<file path="config.mk">
export PLATFORM = sky130hd
export DESIGN_NAME = asp_top
export DESIGN_NICKNAME = d
export VERILOG_FILES = /design/src/asp_pkg.sv /design/src/asp_fifo.sv /design/src/asp_top.sv
export SDC_FILE = /design/constraint.sdc
export NUM_CORES = 1
export LEC_CHECK = 0
export ABC_CLOCK_PERIOD_IN_PS = 7250
export BUFFER_PORTS_ARGS = -buffer_cell sky130_fd_sc_hd__buf_2
export CORE_AREA = 2 2 362 221
export CTS_BUF_LIST = sky130_fd_sc_hd__clkbuf_2
export DETAILED_ROUTE_END_ITERATION = 8
export DIE_AREA = 0 0 364 223
export MAX_ROUTING_LAYER = met4
export PLACE_DENSITY = 0.63
export SLEW_MARGIN = 20
export SYNTH_ARGS = -nofsm -noshare
export SYNTH_HDL_FRONTEND = slang
export SYNTH_SLANG_ARGS = --single-unit
</file>
<file path="constraint.sdc">
create_clock -name ref_clk_in -period 7.25 [get_ports ref_clk_in]
set_input_delay 1.45 -clock ref_clk_in [delete_from_list [all_inputs] [get_ports ref_clk_in]]
set_output_delay 1.45 -clock ref_clk_in [all_outputs]
set_load 0.02 [all_outputs]
</file>
<file path="src/asp_pkg.sv">
// Package for the angle sensor serial port: frame layout, commands, timing.
// Assumes a 250 MHz core clock; included before all design modules.
package asp_pkg;

  // ****************************************************************
  // Clock and timing
  // ****************************************************************
  localparam int          CLK_PERIOD_PS    = 4000;
  localparam int          SAMPLE_PERIOD_NS = 1000;
  localparam int          SAMPLE_CYCLES    =
    (SAMPLE_PERIOD_NS * 1000) / CLK_PERIOD_PS;
  localparam int          NVM_WAIT_MS      = 20;
  localparam int          NVM_WAIT_CYCLES  =
    (NVM_WAIT_MS * 1000000) / (CLK_PERIOD_PS / 1000);
  localparam int          FILT_K_DEFAULT   = 4;

  // ****************************************************************
  // Frame layout
  // ****************************************************************
  localparam int          FRAME_BITS   = 16;
  localparam int          ANGLE_BITS   = 14;
  localparam int          ADDR_BITS    = 5;
  localparam int          DATA_BITS    = 8;
  localparam int          NUM_REGS     = 32;
  localparam int          CMD_MSB      = 15;
  localparam int          CMD_LSB      = 13;
  localparam int          ADDR_MSB     = 12;
  localparam int          ADDR_LSB     = 8;
  localparam logic [2:0]  CMD_READ     = 3'h2;
  localparam logic [2:0]  CMD_WRITE    = 3'h4;
  localparam logic [4:0]  BIT_CNT_FULL = 5'h10;

  // ****************************************************************
  // Configuration registers used by the angle path
  // ****************************************************************
  localparam logic [4:0]  REG_ZERO_LO  = 5'h00;
  localparam logic [4:0]  REG_ZERO_HI  = 5'h01;
  localparam logic [4:0]  REG_FILT     = 5'h0E;
  localparam logic [4:0]  REG_DIR      = 5'h09;
  localparam int          DIR_BIT      = 7;

  typedef enum logic [1:0] {
    ASP_RESP_ANGLE,
    ASP_RESP_REG,
    ASP_RESP_WAIT
  } asp_resp_t;

endpackage

</file>
<file path="src/asp_fifo.sv">
// Small valid/ready FIFO carrying angle samples to the serial port.
// Assumes one clock domain and an asynchronous active low reset.
`timescale 1ns/1ps
module asp_fifo #(
  parameter int WIDTH = 16,
  parameter int DEPTH = 4
) (
  // Clock and reset
  input  wire logic             ref_clk_in,
  input  wire logic             rst_b_in,
  // Write side
  input  wire logic             wr_valid_in,
  output      logic             wr_ready_out,
  input  wire logic [WIDTH-1:0] wr_data_in,
  // Read side
  output      logic             rd_valid_out,
  input  wire logic             rd_ready_in,
  output      logic [WIDTH-1:0] rd_data_out
);
  localparam int AW = $clog2(DEPTH);

  logic [WIDTH-1:0] mem_reg [DEPTH];
  logic [AW-1:0]    wr_ptr_reg;
  logic [AW-1:0]    rd_ptr_reg;
  logic [AW:0]      count_reg;
  wire              push = wr_valid_in && wr_ready_out;
  wire              pop  = rd_valid_out && rd_ready_in;

  assign wr_ready_out = (count_reg != (AW+1)'(DEPTH));
  assign rd_valid_out = (count_reg != '0);
  assign rd_data_out  = mem_reg[rd_ptr_reg];

  always_ff @(posedge ref_clk_in) begin
    if (push) begin
      mem_reg[wr_ptr_reg] <= wr_data_in;
    end
  end

  always_ff @(posedge ref_clk_in or negedge rst_b_in) begin
    if (!rst_b_in) begin
      wr_ptr_reg <= '0;
      rd_ptr_reg <= '0;
      count_reg  <= '0;
    end else begin
      if (push) begin
        wr_ptr_reg <= (wr_ptr_reg == AW'(DEPTH-1)) ? '0 : wr_ptr_reg + 1'b1;
      end
      if (pop) begin
        rd_ptr_reg <= (rd_ptr_reg == AW'(DEPTH-1)) ? '0 : rd_ptr_reg + 1'b1;
      end
      count_reg <= count_reg + (AW+1)'(push) - (AW+1)'(pop);
    end
  end
endmodule

</file>
<file path="src/asp_top.sv">
// Serial port of the angle sensor: sampler, filter, register store, slave.
// Assumes link pins come from outside; they are synchronised to ref_clk_in.
`timescale 1ns/1ps
module asp_top #(
  parameter int NVM_CYCLES = asp_pkg::NVM_WAIT_CYCLES
) (
  // Clock and reset
  input  wire logic ref_clk_in,
  input  wire logic rst_b_in,
  // Raw field phase from the front-end
  input  wire logic [asp_pkg::ANGLE_BITS-1:0] raw_angle_in,
  // Serial link
  input  wire logic cs_b_in,
  input  wire logic sclk_in,
  input  wire logic mosi_in,
  output      logic miso_out,
  output      logic miso_oe_out
);
  import asp_pkg::*;

  // ****************************************************************
  // Pin synchronisers and edge detection
  // ****************************************************************
  logic [1:0] cs_sync_reg, sclk_sync_reg, mosi_sync_reg;
  logic       cs_last_reg, sclk_last_reg;
  wire        cs_b   = cs_sync_reg[1];
  wire        sclk   = sclk_sync_reg[1];
  wire        mosi   = mosi_sync_reg[1];
  wire        cs_fall = cs_last_reg && !cs_b;
  wire        cs_rise = !cs_last_reg && cs_b;
  // Mode 3 starts with clock high: its first edge is falling, ignored
  wire        sclk_rise = !cs_b && !sclk_last_reg && sclk;
  wire        sclk_fall = !cs_b && sclk_last_reg && !sclk;

  always_ff @(posedge ref_clk_in or negedge rst_b_in) begin
    if (!rst_b_in) begin
      cs_sync_reg   <= 2'h3;
      sclk_sync_reg <= 2'h0;
      mosi_sync_reg <= 2'h0;
      cs_last_reg   <= 1'b1;
      sclk_last_reg <= 1'b0;
    end else begin
      cs_sync_reg   <= {cs_sync_reg[0], cs_b_in};
      sclk_sync_reg <= {sclk_sync_reg[0], sclk_in};
      mosi_sync_reg <= {mosi_sync_reg[0], mosi_in};
      cs_last_reg   <= cs_b;
      sclk_last_reg <= sclk;
    end
  end

  // ****************************************************************
  // Sampler and filter
  // ****************************************************************
  localparam int SW = $clog2(SAMPLE_CYCLES);
  localparam int FW = ANGLE_BITS + 16;
  logic [SW-1:0]          samp_cnt_reg;
  logic signed [FW-1:0]   acc1_reg, acc2_reg;
  logic [NUM_REGS*DATA_BITS-1:0] regs_flat;
  wire  samp_tick = (samp_cnt_reg == SW'(SAMPLE_CYCLES-1));
  wire  [3:0] filt_k = (regs_flat[REG_FILT*DATA_BITS +: 4] == 4'h0) ?
                       4'(FILT_K_DEFAULT) : regs_flat[REG_FILT*DATA_BITS +: 4];
  wire  signed [FW-1:0] x_in = FW'({raw_angle_in, 16'h0000});
  // Two cascaded leaky integrators on angle error plus velocity feed
  wire  signed [FW-1:0] err1 = x_in - acc1_reg;
  wire  signed [FW-1:0] err2 = acc1_reg - acc2_reg;
  wire  [ANGLE_BITS-1:0] filt_out =
    ANGLE_BITS'((acc1_reg + acc1_reg - acc2_reg) >>> 16);

  always_ff @(posedge ref_clk_in or negedge rst_b_in) begin
    if (!rst_b_in) begin
      samp_cnt_reg <= '0;
      acc1_reg     <= '0;
      acc2_reg     <= '0;
    end else begin
      samp_cnt_reg <= samp_tick ? '0 : samp_cnt_reg + 1'b1;
      if (samp_tick) begin
        acc1_reg <= acc1_reg + (err1 >>> filt_k);
        acc2_reg <= acc2_reg + (err2 >>> filt_k);
      end
    end
  end

  // Direction and zero offset
  wire [15:0] zero_pos = {regs_flat[REG_ZERO_HI*DATA_BITS +: 8],
                          regs_flat[REG_ZERO_LO*DATA_BITS +: 8]};
  wire        dir_ccw  = regs_flat[REG_DIR*DATA_BITS + DIR_BIT];
  wire [15:0] ang_full = {filt_out, 2'h0};
  wire [15:0] ang_dir  = dir_ccw ? (16'h0000 - ang_full) : ang_full;
  wire [15:0] ang_rep  = ang_dir - zero_pos;

  // ****************************************************************
  // Sample FIFO feeding the output buffer
  // ****************************************************************
  logic        fifo_rd_valid;
  logic [15:0] fifo_rd_data;
  logic [15:0] out_buf_reg;
  wire         frozen = !cs_b;
  wire         fifo_pop = !frozen;

  asp_fifo #(.WIDTH(16), .DEPTH(4)) u_fifo (
    .ref_clk_in   (ref_clk_in),
    .rst_b_in     (rst_b_in),
    .wr_valid_in  (samp_tick),
    .wr_ready_out (),
    .wr_data_in   ({ang_rep[15:2], 2'h0}),
    .rd_valid_out (fifo_rd_valid),
    .rd_ready_in  (fifo_pop),
    .rd_data_out  (fifo_rd_data)
  );

  // ****************************************************************
  // Frame engine
  // ****************************************************************
  logic [4:0]             bit_cnt_reg;
  logic [FRAME_BITS-1:0]  rx_reg, tx_reg;
  logic [DATA_BITS-1:0]   regs_mem [NUM_REGS];
  asp_resp_t              resp_reg;
  logic [ADDR_BITS-1:0]   resp_addr_reg;
  logic [31:0]            nvm_cnt_reg;
  logic                   miso_reg;

  wire [FRAME_BITS-1:0] rx_full = {rx_reg[FRAME_BITS-2:0], mosi};
  wire frame_done = sclk_rise && (bit_cnt_reg == BIT_CNT_FULL - 5'h01);
  wire [2:0] cmd  = rx_full[CMD_MSB:CMD_LSB];
  wire [ADDR_BITS-1:0] addr = rx_full[ADDR_MSB:ADDR_LSB];
  wire is_read  = frame_done && (cmd == CMD_READ);
  wire is_write = frame_done && (cmd == CMD_WRITE);
  wire nvm_busy = (nvm_cnt_reg != 32'h0);
  wire [FRAME_BITS-1:0] load_word =
    (resp_reg == ASP_RESP_ANGLE) ? out_buf_reg :
    (resp_reg == ASP_RESP_REG) ?
      {regs_mem[resp_addr_reg], 8'h00} : 16'h0000;

  genvar gi;
  generate
    for (gi = 0; gi < NUM_REGS; gi++) begin : g_flat
      assign regs_flat[gi*DATA_BITS +: DATA_BITS] = regs_mem[gi];
    end
  endgenerate

  always_ff @(posedge ref_clk_in or negedge rst_b_in) begin
    if (!rst_b_in) begin
      out_buf_reg <= 16'h0000;
    end else if (fifo_pop && fifo_rd_valid) begin
      out_buf_reg <= fifo_rd_data;
    end
  end

  always_ff @(posedge ref_clk_in or negedge rst_b_in) begin
    if (!rst_b_in) begin
      for (int i = 0; i < NUM_REGS; i++) begin
        regs_mem[i] <= '0;
      end
    end else if (is_write) begin
      regs_mem[addr] <= rx_full[DATA_BITS-1:0];
    end
  end

  always_ff @(posedge ref_clk_in or negedge rst_b_in) begin
    if (!rst_b_in) begin
      bit_cnt_reg   <= '0;
      rx_reg        <= '0;
      tx_reg        <= '0;
      resp_reg      <= ASP_RESP_ANGLE;
      resp_addr_reg <= '0;
      nvm_cnt_reg   <= '0;
      miso_reg      <= 1'b0;
      miso_oe_out   <= 1'b0;
    end else begin
      miso_oe_out <= !cs_b;
      if (nvm_busy) begin
        nvm_cnt_reg <= nvm_cnt_reg - 32'h1;
      end
      if (nvm_busy && resp_reg == ASP_RESP_WAIT &&
          nvm_cnt_reg == 32'h1) begin
        resp_reg <= ASP_RESP_REG;
      end
      if (cs_rise) begin
        bit_cnt_reg <= '0;
        rx_reg      <= '0;
      end else if (cs_fall) begin
        tx_reg   <= load_word << 1;
        miso_reg <= load_word[FRAME_BITS-1];
        if (resp_reg == ASP_RESP_REG) begin
          resp_reg <= ASP_RESP_ANGLE;
        end
      end else begin
        if (sclk_rise && bit_cnt_reg != BIT_CNT_FULL) begin
          rx_reg      <= rx_full;
          bit_cnt_reg <= bit_cnt_reg + 5'h01;
        end
        if (sclk_fall && bit_cnt_reg != 5'h00) begin
          miso_reg <= tx_reg[FRAME_BITS-1];
          tx_reg   <= tx_reg << 1;
        end
        if (is_read) begin
          resp_reg      <= ASP_RESP_REG;
          resp_addr_reg <= addr;
        end else if (is_write) begin
          resp_reg      <= ASP_RESP_WAIT;
          resp_addr_reg <= addr;
          nvm_cnt_reg   <= 32'(NVM_CYCLES);
        end
      end
    end
  end

  assign miso_out = miso_reg;

  wire [DATA_BITS-1:0] wr_val = rx_full[DATA_BITS-1:0];

  chk_frame_reset : assert property (@(posedge ref_clk_in)
    disable iff (!rst_b_in) cs_rise |=> bit_cnt_reg == 5'h00)
    else $error("bit counter not cleared on chip select rise");
  chk_buf_freeze : assert property (@(posedge ref_clk_in)
    disable iff (!rst_b_in) (frozen && $past(frozen)) |->
      $stable(out_buf_reg))
    else $error("output buffer changed while frozen");
  chk_sample_rate : assert property (@(posedge ref_clk_in)
    disable iff (!rst_b_in) samp_tick |=> !samp_tick [*8])
    else $error("samples too close");
  chk_write_store : assert property (@(posedge ref_clk_in)
    disable iff (!rst_b_in) is_write |=> regs_mem[$past(addr)] ==
      $past(wr_val))
    else $error("write value not stored");
  chk_read_resp : assert property (@(posedge ref_clk_in)
    disable iff (!rst_b_in) is_read && !cs_rise && !cs_fall |=>
      resp_reg == ASP_RESP_REG)
    else $error("read request not armed");
  chk_miso_hold : assert property (@(posedge ref_clk_in)
    disable iff (!rst_b_in) !cs_b && !sclk_fall && !cs_fall |=>
      $stable(miso_reg))
    else $error("miso moved without falling clock");
  chk_tail_zero : assert property (@(posedge ref_clk_in)
    disable iff (!rst_b_in) cs_fall && resp_reg == ASP_RESP_ANGLE |=>
      tx_reg[2:0] == 3'h0)
    else $error("angle padding not zero");
  chk_oe_follow : assert property (@(posedge ref_clk_in)
    disable iff (!rst_b_in) !cs_b |=> miso_oe_out)
    else $error("miso not driven in frame");
endmodule

</file>
Word level (Yosys, flattened, before mapping)

Memories as Yosys holds them, arrays and structs flattened. A register that Yosys moved wholly into a read port is not among the register bits.
Index checks and enable logic that the tools add are counted.

Register bits after elaboration: 432
RAM bits: 56
Input port bits: 19
Output and inout bits: 2
Logic and storage cells: 159
Memories kept: 1

$add $sub $neg: 15
$lt $le $gt $ge: 3
Equal/unequal tests: 12
Shift operators: 2
Mux-type cells: 38
Bitwise gates (word level): 4
Reductions and logical operators: 32

Memories:

| name           | depth | width | rd ports | clocked after Yosys merged registers in | wr ports | RTL line       | text |
|---|---|---|---|---|---|---|---|
| u_fifo.mem_reg | 4     | 14    | 1        | 1                                       | 1        | asp_fifo.sv:22 | `logic [WIDTH-1:0] mem_reg [DEPTH];` |

Operators with widths:

| operator                                            | number |
|---|---|
| bitwise mux 256 bit                                 | 1 |
| 2-to-1 mux 32 bit                                   | 5 |
| adder 30 bit                                        | 3 |
| subtractor 30 bit                                   | 3 |
| 2-to-1 mux 16 bit                                   | 5 |
| >>> shifter 30 x 4 -> 30 bit                        | 2 |
| 2-to-1 mux 15 bit                                   | 3 |
| binary-select mux 8 bit (select 5 bit)              | 1 |
| demux 8 bit (select 5 bit)                          | 1 |
| == test 32 x 1 -> 1 bit (second input constant)     | 1 |
| 2-to-1 mux 8 bit                                    | 4 |
| nonzero test 32 bit                                 | 1 |
| subtractor 32 x 1 -> 32 bit (second input constant) | 1 |
| 2-to-1 mux 5 bit                                    | 5 |
| logical AND 1 bit                                   | 16 |
| 2-to-1 mux 2 bit                                    | 8 |
| subtractor 1 x 16 -> 16 bit (first input constant)  | 1 |
| subtractor 16 bit                                   | 1 |
| >= comparator 6 bit (second input constant)         | 2 |
| NOT 5 -> 6 bit                                      | 2 |
| adder 8 x 1 -> 8 bit (second input constant)        | 1 |
| == test 8 bit (second input constant)               | 1 |
| == test 2 bit (second input constant)               | 3 |
| < comparator 6 x 1 -> 1 bit (second input constant) | 1 |
| 22 further kinds                                    | 34 |

Logic depth before layout (Yosys ltp)

Depth in word-level cells: 9
Depth in mapped cells: 27
Mapped depth without buffers: 27

Hierarchy

From an unflattened synthesis, not the netlist that was laid out.

Cells, all modules: 2977
Area total of the unflattened synthesis: 31532.7 µm²

Modules (own cells, without submodules):

| module   | times used | cells an instance | area an instance (µm²) | seq. area each (µm²) |
|---|---|---|---|---|
| asp_top  | 1          | 2850              | 28746.3                | 10613.9 |
| asp_fifo | 1          | 127               | 2786.4                 | 2097.0 |

Worst setup path before layout

Ideal clock, no wire load.

Path kind: input to register
From: in raw_angle_in[0] (netlist name)
To: reg acc1_reg[27]
Library setup time: 0.132 ns
Arrival: 6.179 ns
Data required time: 7.118 ns
Slack: 0.938 ns
Cell stages on the path: 23
Buffers on the path: 0
Cell sequence: ha_1 -> or3b_2 -> nor4_1 -> a311oi_1 -> nor3b_1 -> o41a_1 -> o22ai_1 -> xor2_1 -> inv_1 -> mux4_2 -> mux2i_1 -> a21oi_1 -> ha_1 -> a21o_1 -> a21oi_1 -> o21ai_0 -> a21oi_1 -> o21a_1 -> o31a_1 -> nor2b_1 -> nor2_1 -> a2111oi_0 -> o31ai_1

Longest elaborated chain between the ends: 3

RTL lines:

| what                         | RTL line      | text |
|---|---|---|
| start, declared              | asp_top.sv:11 | `input wire logic [asp_pkg::ANGLE_BITS-1:0] raw_angle_in,` |
| subtractor 30 bit            | asp_top.sv:64 | `wire signed [FW-1:0] err1 = x_in - acc1_reg;` |
| >>> shifter 30 x 4 -> 30 bit | asp_top.sv:77 | `acc1_reg <= acc1_reg + (err1 >>> filt_k);` |
| adder 30 bit                 | asp_top.sv:77 |  |
| end signal, assigned         | asp_top.sv:77 |  |
| end, declared                | asp_top.sv:57 | `logic signed [FW-1:0] acc1_reg, acc2_reg;` |

Every way passes these cells.
A chain may end at the register's enable or synchronous reset.

Worst setup path in the final report

From: reg acc2_reg[0]
To: reg acc2_reg[29]

Longest elaborated chain between the ends: 3

RTL lines:

| what                         | RTL line      | text |
|---|---|---|
| start, declared              | asp_top.sv:57 |  |
| start signal, assigned       | asp_top.sv:78 | `acc2_reg <= acc2_reg + (err2 >>> filt_k);` |
| subtractor 30 bit            | asp_top.sv:65 | `wire signed [FW-1:0] err2 = acc1_reg - acc2_reg;` |
| >>> shifter 30 x 4 -> 30 bit | asp_top.sv:78 |  |
| adder 30 bit (*)             | asp_top.sv:78 |  |

Mark *: on every way between the ends. The rest lies on a longest branch, timed or not.

==> results.json <==
{
  "critPathKind": "flop to flop",
  "combinationalPowerShare": 0.050,
  "initial_core_util": 0.395,
  "worst_ep_required_time_ps": 8300,
  "ctsLongestPathBuffers": 3,
  "clkPwrFrac": 0.367,
  "first_iter_violations": 2574,
  "fp.dieW_um": 364,
  "switchingPower_uw": 1300,
  "route.top_layer_used": "met4",
  "worstMarginPinSlew_ps": 1080,
  "cts_htree_levels": 3,
  "postRouteAntennaNets": 0,
  "cts.sinks": 483,
  "drive_gt1_frac": 0.230,
  "rsz0062_at_grt": "false",
  "syn_inst": 2972,
  "antenna_found_initial": 3,
  "period_needed_ps": 6750,
  "coreArea_um2": 78200,
  "start_kind": "flop",
  "p_seq_frac": 0.583,
  "dominantRegCellSynth": "dfrtp_1",
  "ys_types": 86,
  "die_area_um2": 81200,
  "powerDensity_nw_per_um2": 141,
  "routed_wirelength_um": 84400,
  "insertion_delay_ps": 1180,
  "netlist_area_um2": 30900,
  "dp_hpwl_um": 60100,
  "grt_pass1_wl_um": 132000,
  "clkSlewWorstSetupHoldPaths_ps": 120,
  "m1WireLength_um": 44100,
  "num_rows": 80,
  "fin_crit_sh": 0.931,
  "synth-edff-count": 56,
  "final_max_slew_viol_count": 0,
  "yosys_warnings": 0,
  "ios": 21,
  "viasPerCell": 5.67,
  "crit_arrival_ps": 7810,
  "overflow": 0,
  "grt_usage": 0.214,
  "ys_seq_elements": 483,
  "ir_drop_mv": 0.0918,
  "swShare": 0.276,
  "drc": 0,
  "p_int_uw": 3410,
  "avgSynthCellArea_um2": 10.4,
  "fin_ws_ps": 498,
  "finalPower_uw": 4710,
  "holdBufCountCts": 0,
  "setup_violations": 0,
  "drt-pass1-iter-count": 6,
  "timing_hold_violations_final": 0,
  "maxCapViolCount": 0,
  "fp.dieH_um": 223,
  "num-nets-final": 3222,
  "leakage_uw": 0.0151,
  "slew_headroom": 0.274,
  "largest_reg_flops": 255,
  "portBuffers": 20,
  "synth_nets": 3155,
  "met3_length_um": 8460,
  "cts_tree": "built",
  "grt_max_degree": 171,
  "wire_per_inst_um": 20.2,
  "min_path_type": "input pin to asynchronous set/reset pin",
  "skew_ps": 115,
  "synth-async-reset-ratio": 0.884,
  "dr_wl_met2_um": 30700,
  "final.setup.tns_ps": 0,
  "fmax_ghz": 0.148,
  "crit_path_end_kind": "flop",
  "path_max_fanout": 6,
  "area_delta_synth_final_pct": 8.19,
  "dp_slack_ps": 7.87,
  "fin_util": 0.427,
  "gp_congestion": 0.954,
  "cts_buffers": 113,
  "cts-root-buf": "clkbuf_2",
  "yosysSeqAreaShare": 0.401,
  "grt_pass1_vias": 22000,
  "status": "completed",
  "via_count": 23700
}
area by class of cell:
| class | count | area [um^2] |
|---|---|---|
| Antenna cell | 2 | 5.00 |
| Clock buffer | 159 | 796 |
| Clock inverter | 31 | 145 |
| Fill cell | 7441 | 44800 |
| Inverter | 112 | 420 |
| Multi-Input combinational cell | 2230 | 17600 |
| Sequential cell | 483 | 12400 |
| Tap cell | 1066 | 1330 |
| Timing Repair Buffer | 99 | 716 |
final timing paths:
kind	start	endpoint	slack (ps)	cells past startpoint
setup reg to reg	acc2_reg[0]	acc2_reg[29]	500	24
min in group ref_clk_in	mosi_sync_reg[0]	mosi_sync_reg[1]	360	0
max in group asynchronous	rst_b_in	acc1_reg[20]	5280	2
hold reg to reg	mosi_sync_reg[0]	mosi_sync_reg[1]	360	0
setup / recovery	acc2_reg[0]	acc2_reg[29]	500	24
hold / removal	rst_b_in	nvm_cnt_reg[23]	350	1
per-layer routing:
layer | vias up | global-route usage
li1 | 11100 | -
met4 | 0 | 0.0419
met2 | 857 | 0.250
met1 | 11700 | 0.346
met5 | - | -
met3 | 96 | 0.0669
cells by family (layout without fill, tap and decap cells):
logic type | count (synthesis) | after routing | share of synthesized area
DFF | 483 | 483 | 0.401
muxes | 466 | 466 | 0.203
buffers and inverters | 259 | 401 | 0.0320
AOI/OAI and AO/OA | 674 | 674 | 0.136
adders and majority gates | 164 | 164 | 0.0674
other | 0 | 2 | 0
xor gates and xnor gates | 161 | 161 | 0.0459
and+or+nand+nor | 765 | 765 | 0.116
power groups by stage:
stage / combinational, uW / sequential, uW / clock (uW)
floorplan: 129 / 2800 / 0
global placement: 236 / 2800 / 0
detailed placement: 235 / 2800 / 0
CTS: 237 / 2740 / 1800
global route: 266 / 2740 / 1940
finish: 236 / 2740 / 1730
worst max-delay path: stages, from the launching register on:
cell       delay [ps]
dfrtp_1           440
ha_1              230
fa_1              390
nand2b_1          190
a21oi_1           250
o31ai_2           160
a2111oi_0         520
nor3_1            220
a21boi_0          290
xor2_1            170
o22ai_1           260
nor2_1             60
o21ai_0           830
a2bb2oi_1         220
ha_1              440
nand4_1           130
a41oi_1           480
o21a_1            160
o21ai_0            60
and3b_1           230
o311a_1           340
o21ai_0           220
xor2_1            170
nor2_1             70
xor2_1            160
layout by cell type (no fill, tap or decap), types with 78 or more instances in the layout:
| master | instances |
|---|---|
| dfrtp_1 | 417 |
| mux2_2 | 289 |
| nand2_1 | 269 |
| nor2_1 | 219 |
| a21oi_1 | 199 |
| o21ai_0 | 188 |
| ha_1 | 160 |
| clkbuf_2 | 159 |
| inv_1 | 110 |
| xnor2_1 | 102 |
| mux4_2 | 98 |
| mux2i_1 | 79 |
| buf_4 | 78 |
per-stage QoR:
| stage | hold WS (ps) | area (um^2) | cells |
|---|---|---|---|
| floorplan | 331 | 30900 | 2972 |
| global placement | 335 | 32400 | 3990 |
| detailed placement | 335 | 32400 | 3990 |
| CTS | 253 | 33400 | 4180 |
| global route | 235 | 33400 | 4182 |
| finish | 355 | 33400 | 4182 |
synthesized netlist by cell type, types with 5 or more instances:
cell type    n  share of area
nor3b_1     10         0.0024
and2_1      17         0.0034
mux2_2     289           0.11
buf_1       25         0.0030
a22oi_1      5         0.0012
nor2b_1     13         0.0026
nand2b_1    29         0.0059
mux4_2      98          0.071
nor3_1      48         0.0078
dfrtp_1    424           0.34
and3_1      16         0.0032
clkbuf_1   120          0.015
a211oi_1    37         0.0090
a22o_1      14         0.0040
mux2i_1     79          0.026
o31ai_1     12         0.0029
or2_2       15         0.0030
o21a_1      21         0.0051
o21ai_0    188          0.030
o21bai_1    15         0.0036
xnor2_1    102          0.029
nand3b_1     5         0.0012
a31oi_1     17         0.0034
a41oi_1      6         0.0017
nand3_1     43         0.0070
nor4_1      14         0.0028
inv_1      111          0.013
o211ai_1    10         0.0024
a21o_1      57          0.014
o22ai_1     19         0.0039
nand2_1    269          0.033
or3_1       21         0.0043
a21oi_1    200          0.032
a21boi_0     9         0.0022
nor2_1     219          0.027
a31o_2       8         0.0023
ha_1       160          0.065
xor2_1      58          0.016
a2111oi_0    6         0.0017
o311ai_0     6         0.0017
edfxtp_1    56          0.054
nand4_1     17         0.0034
repair_timing:
item | CTS | global route
resized for setup | 0 | 1
endpoints found under the setup margin | 0 | 1
hold endpoints to repair | 0 | 0
setup buffers | 0 | 0
No activity file was read; power rests on OpenSTA's default activity.
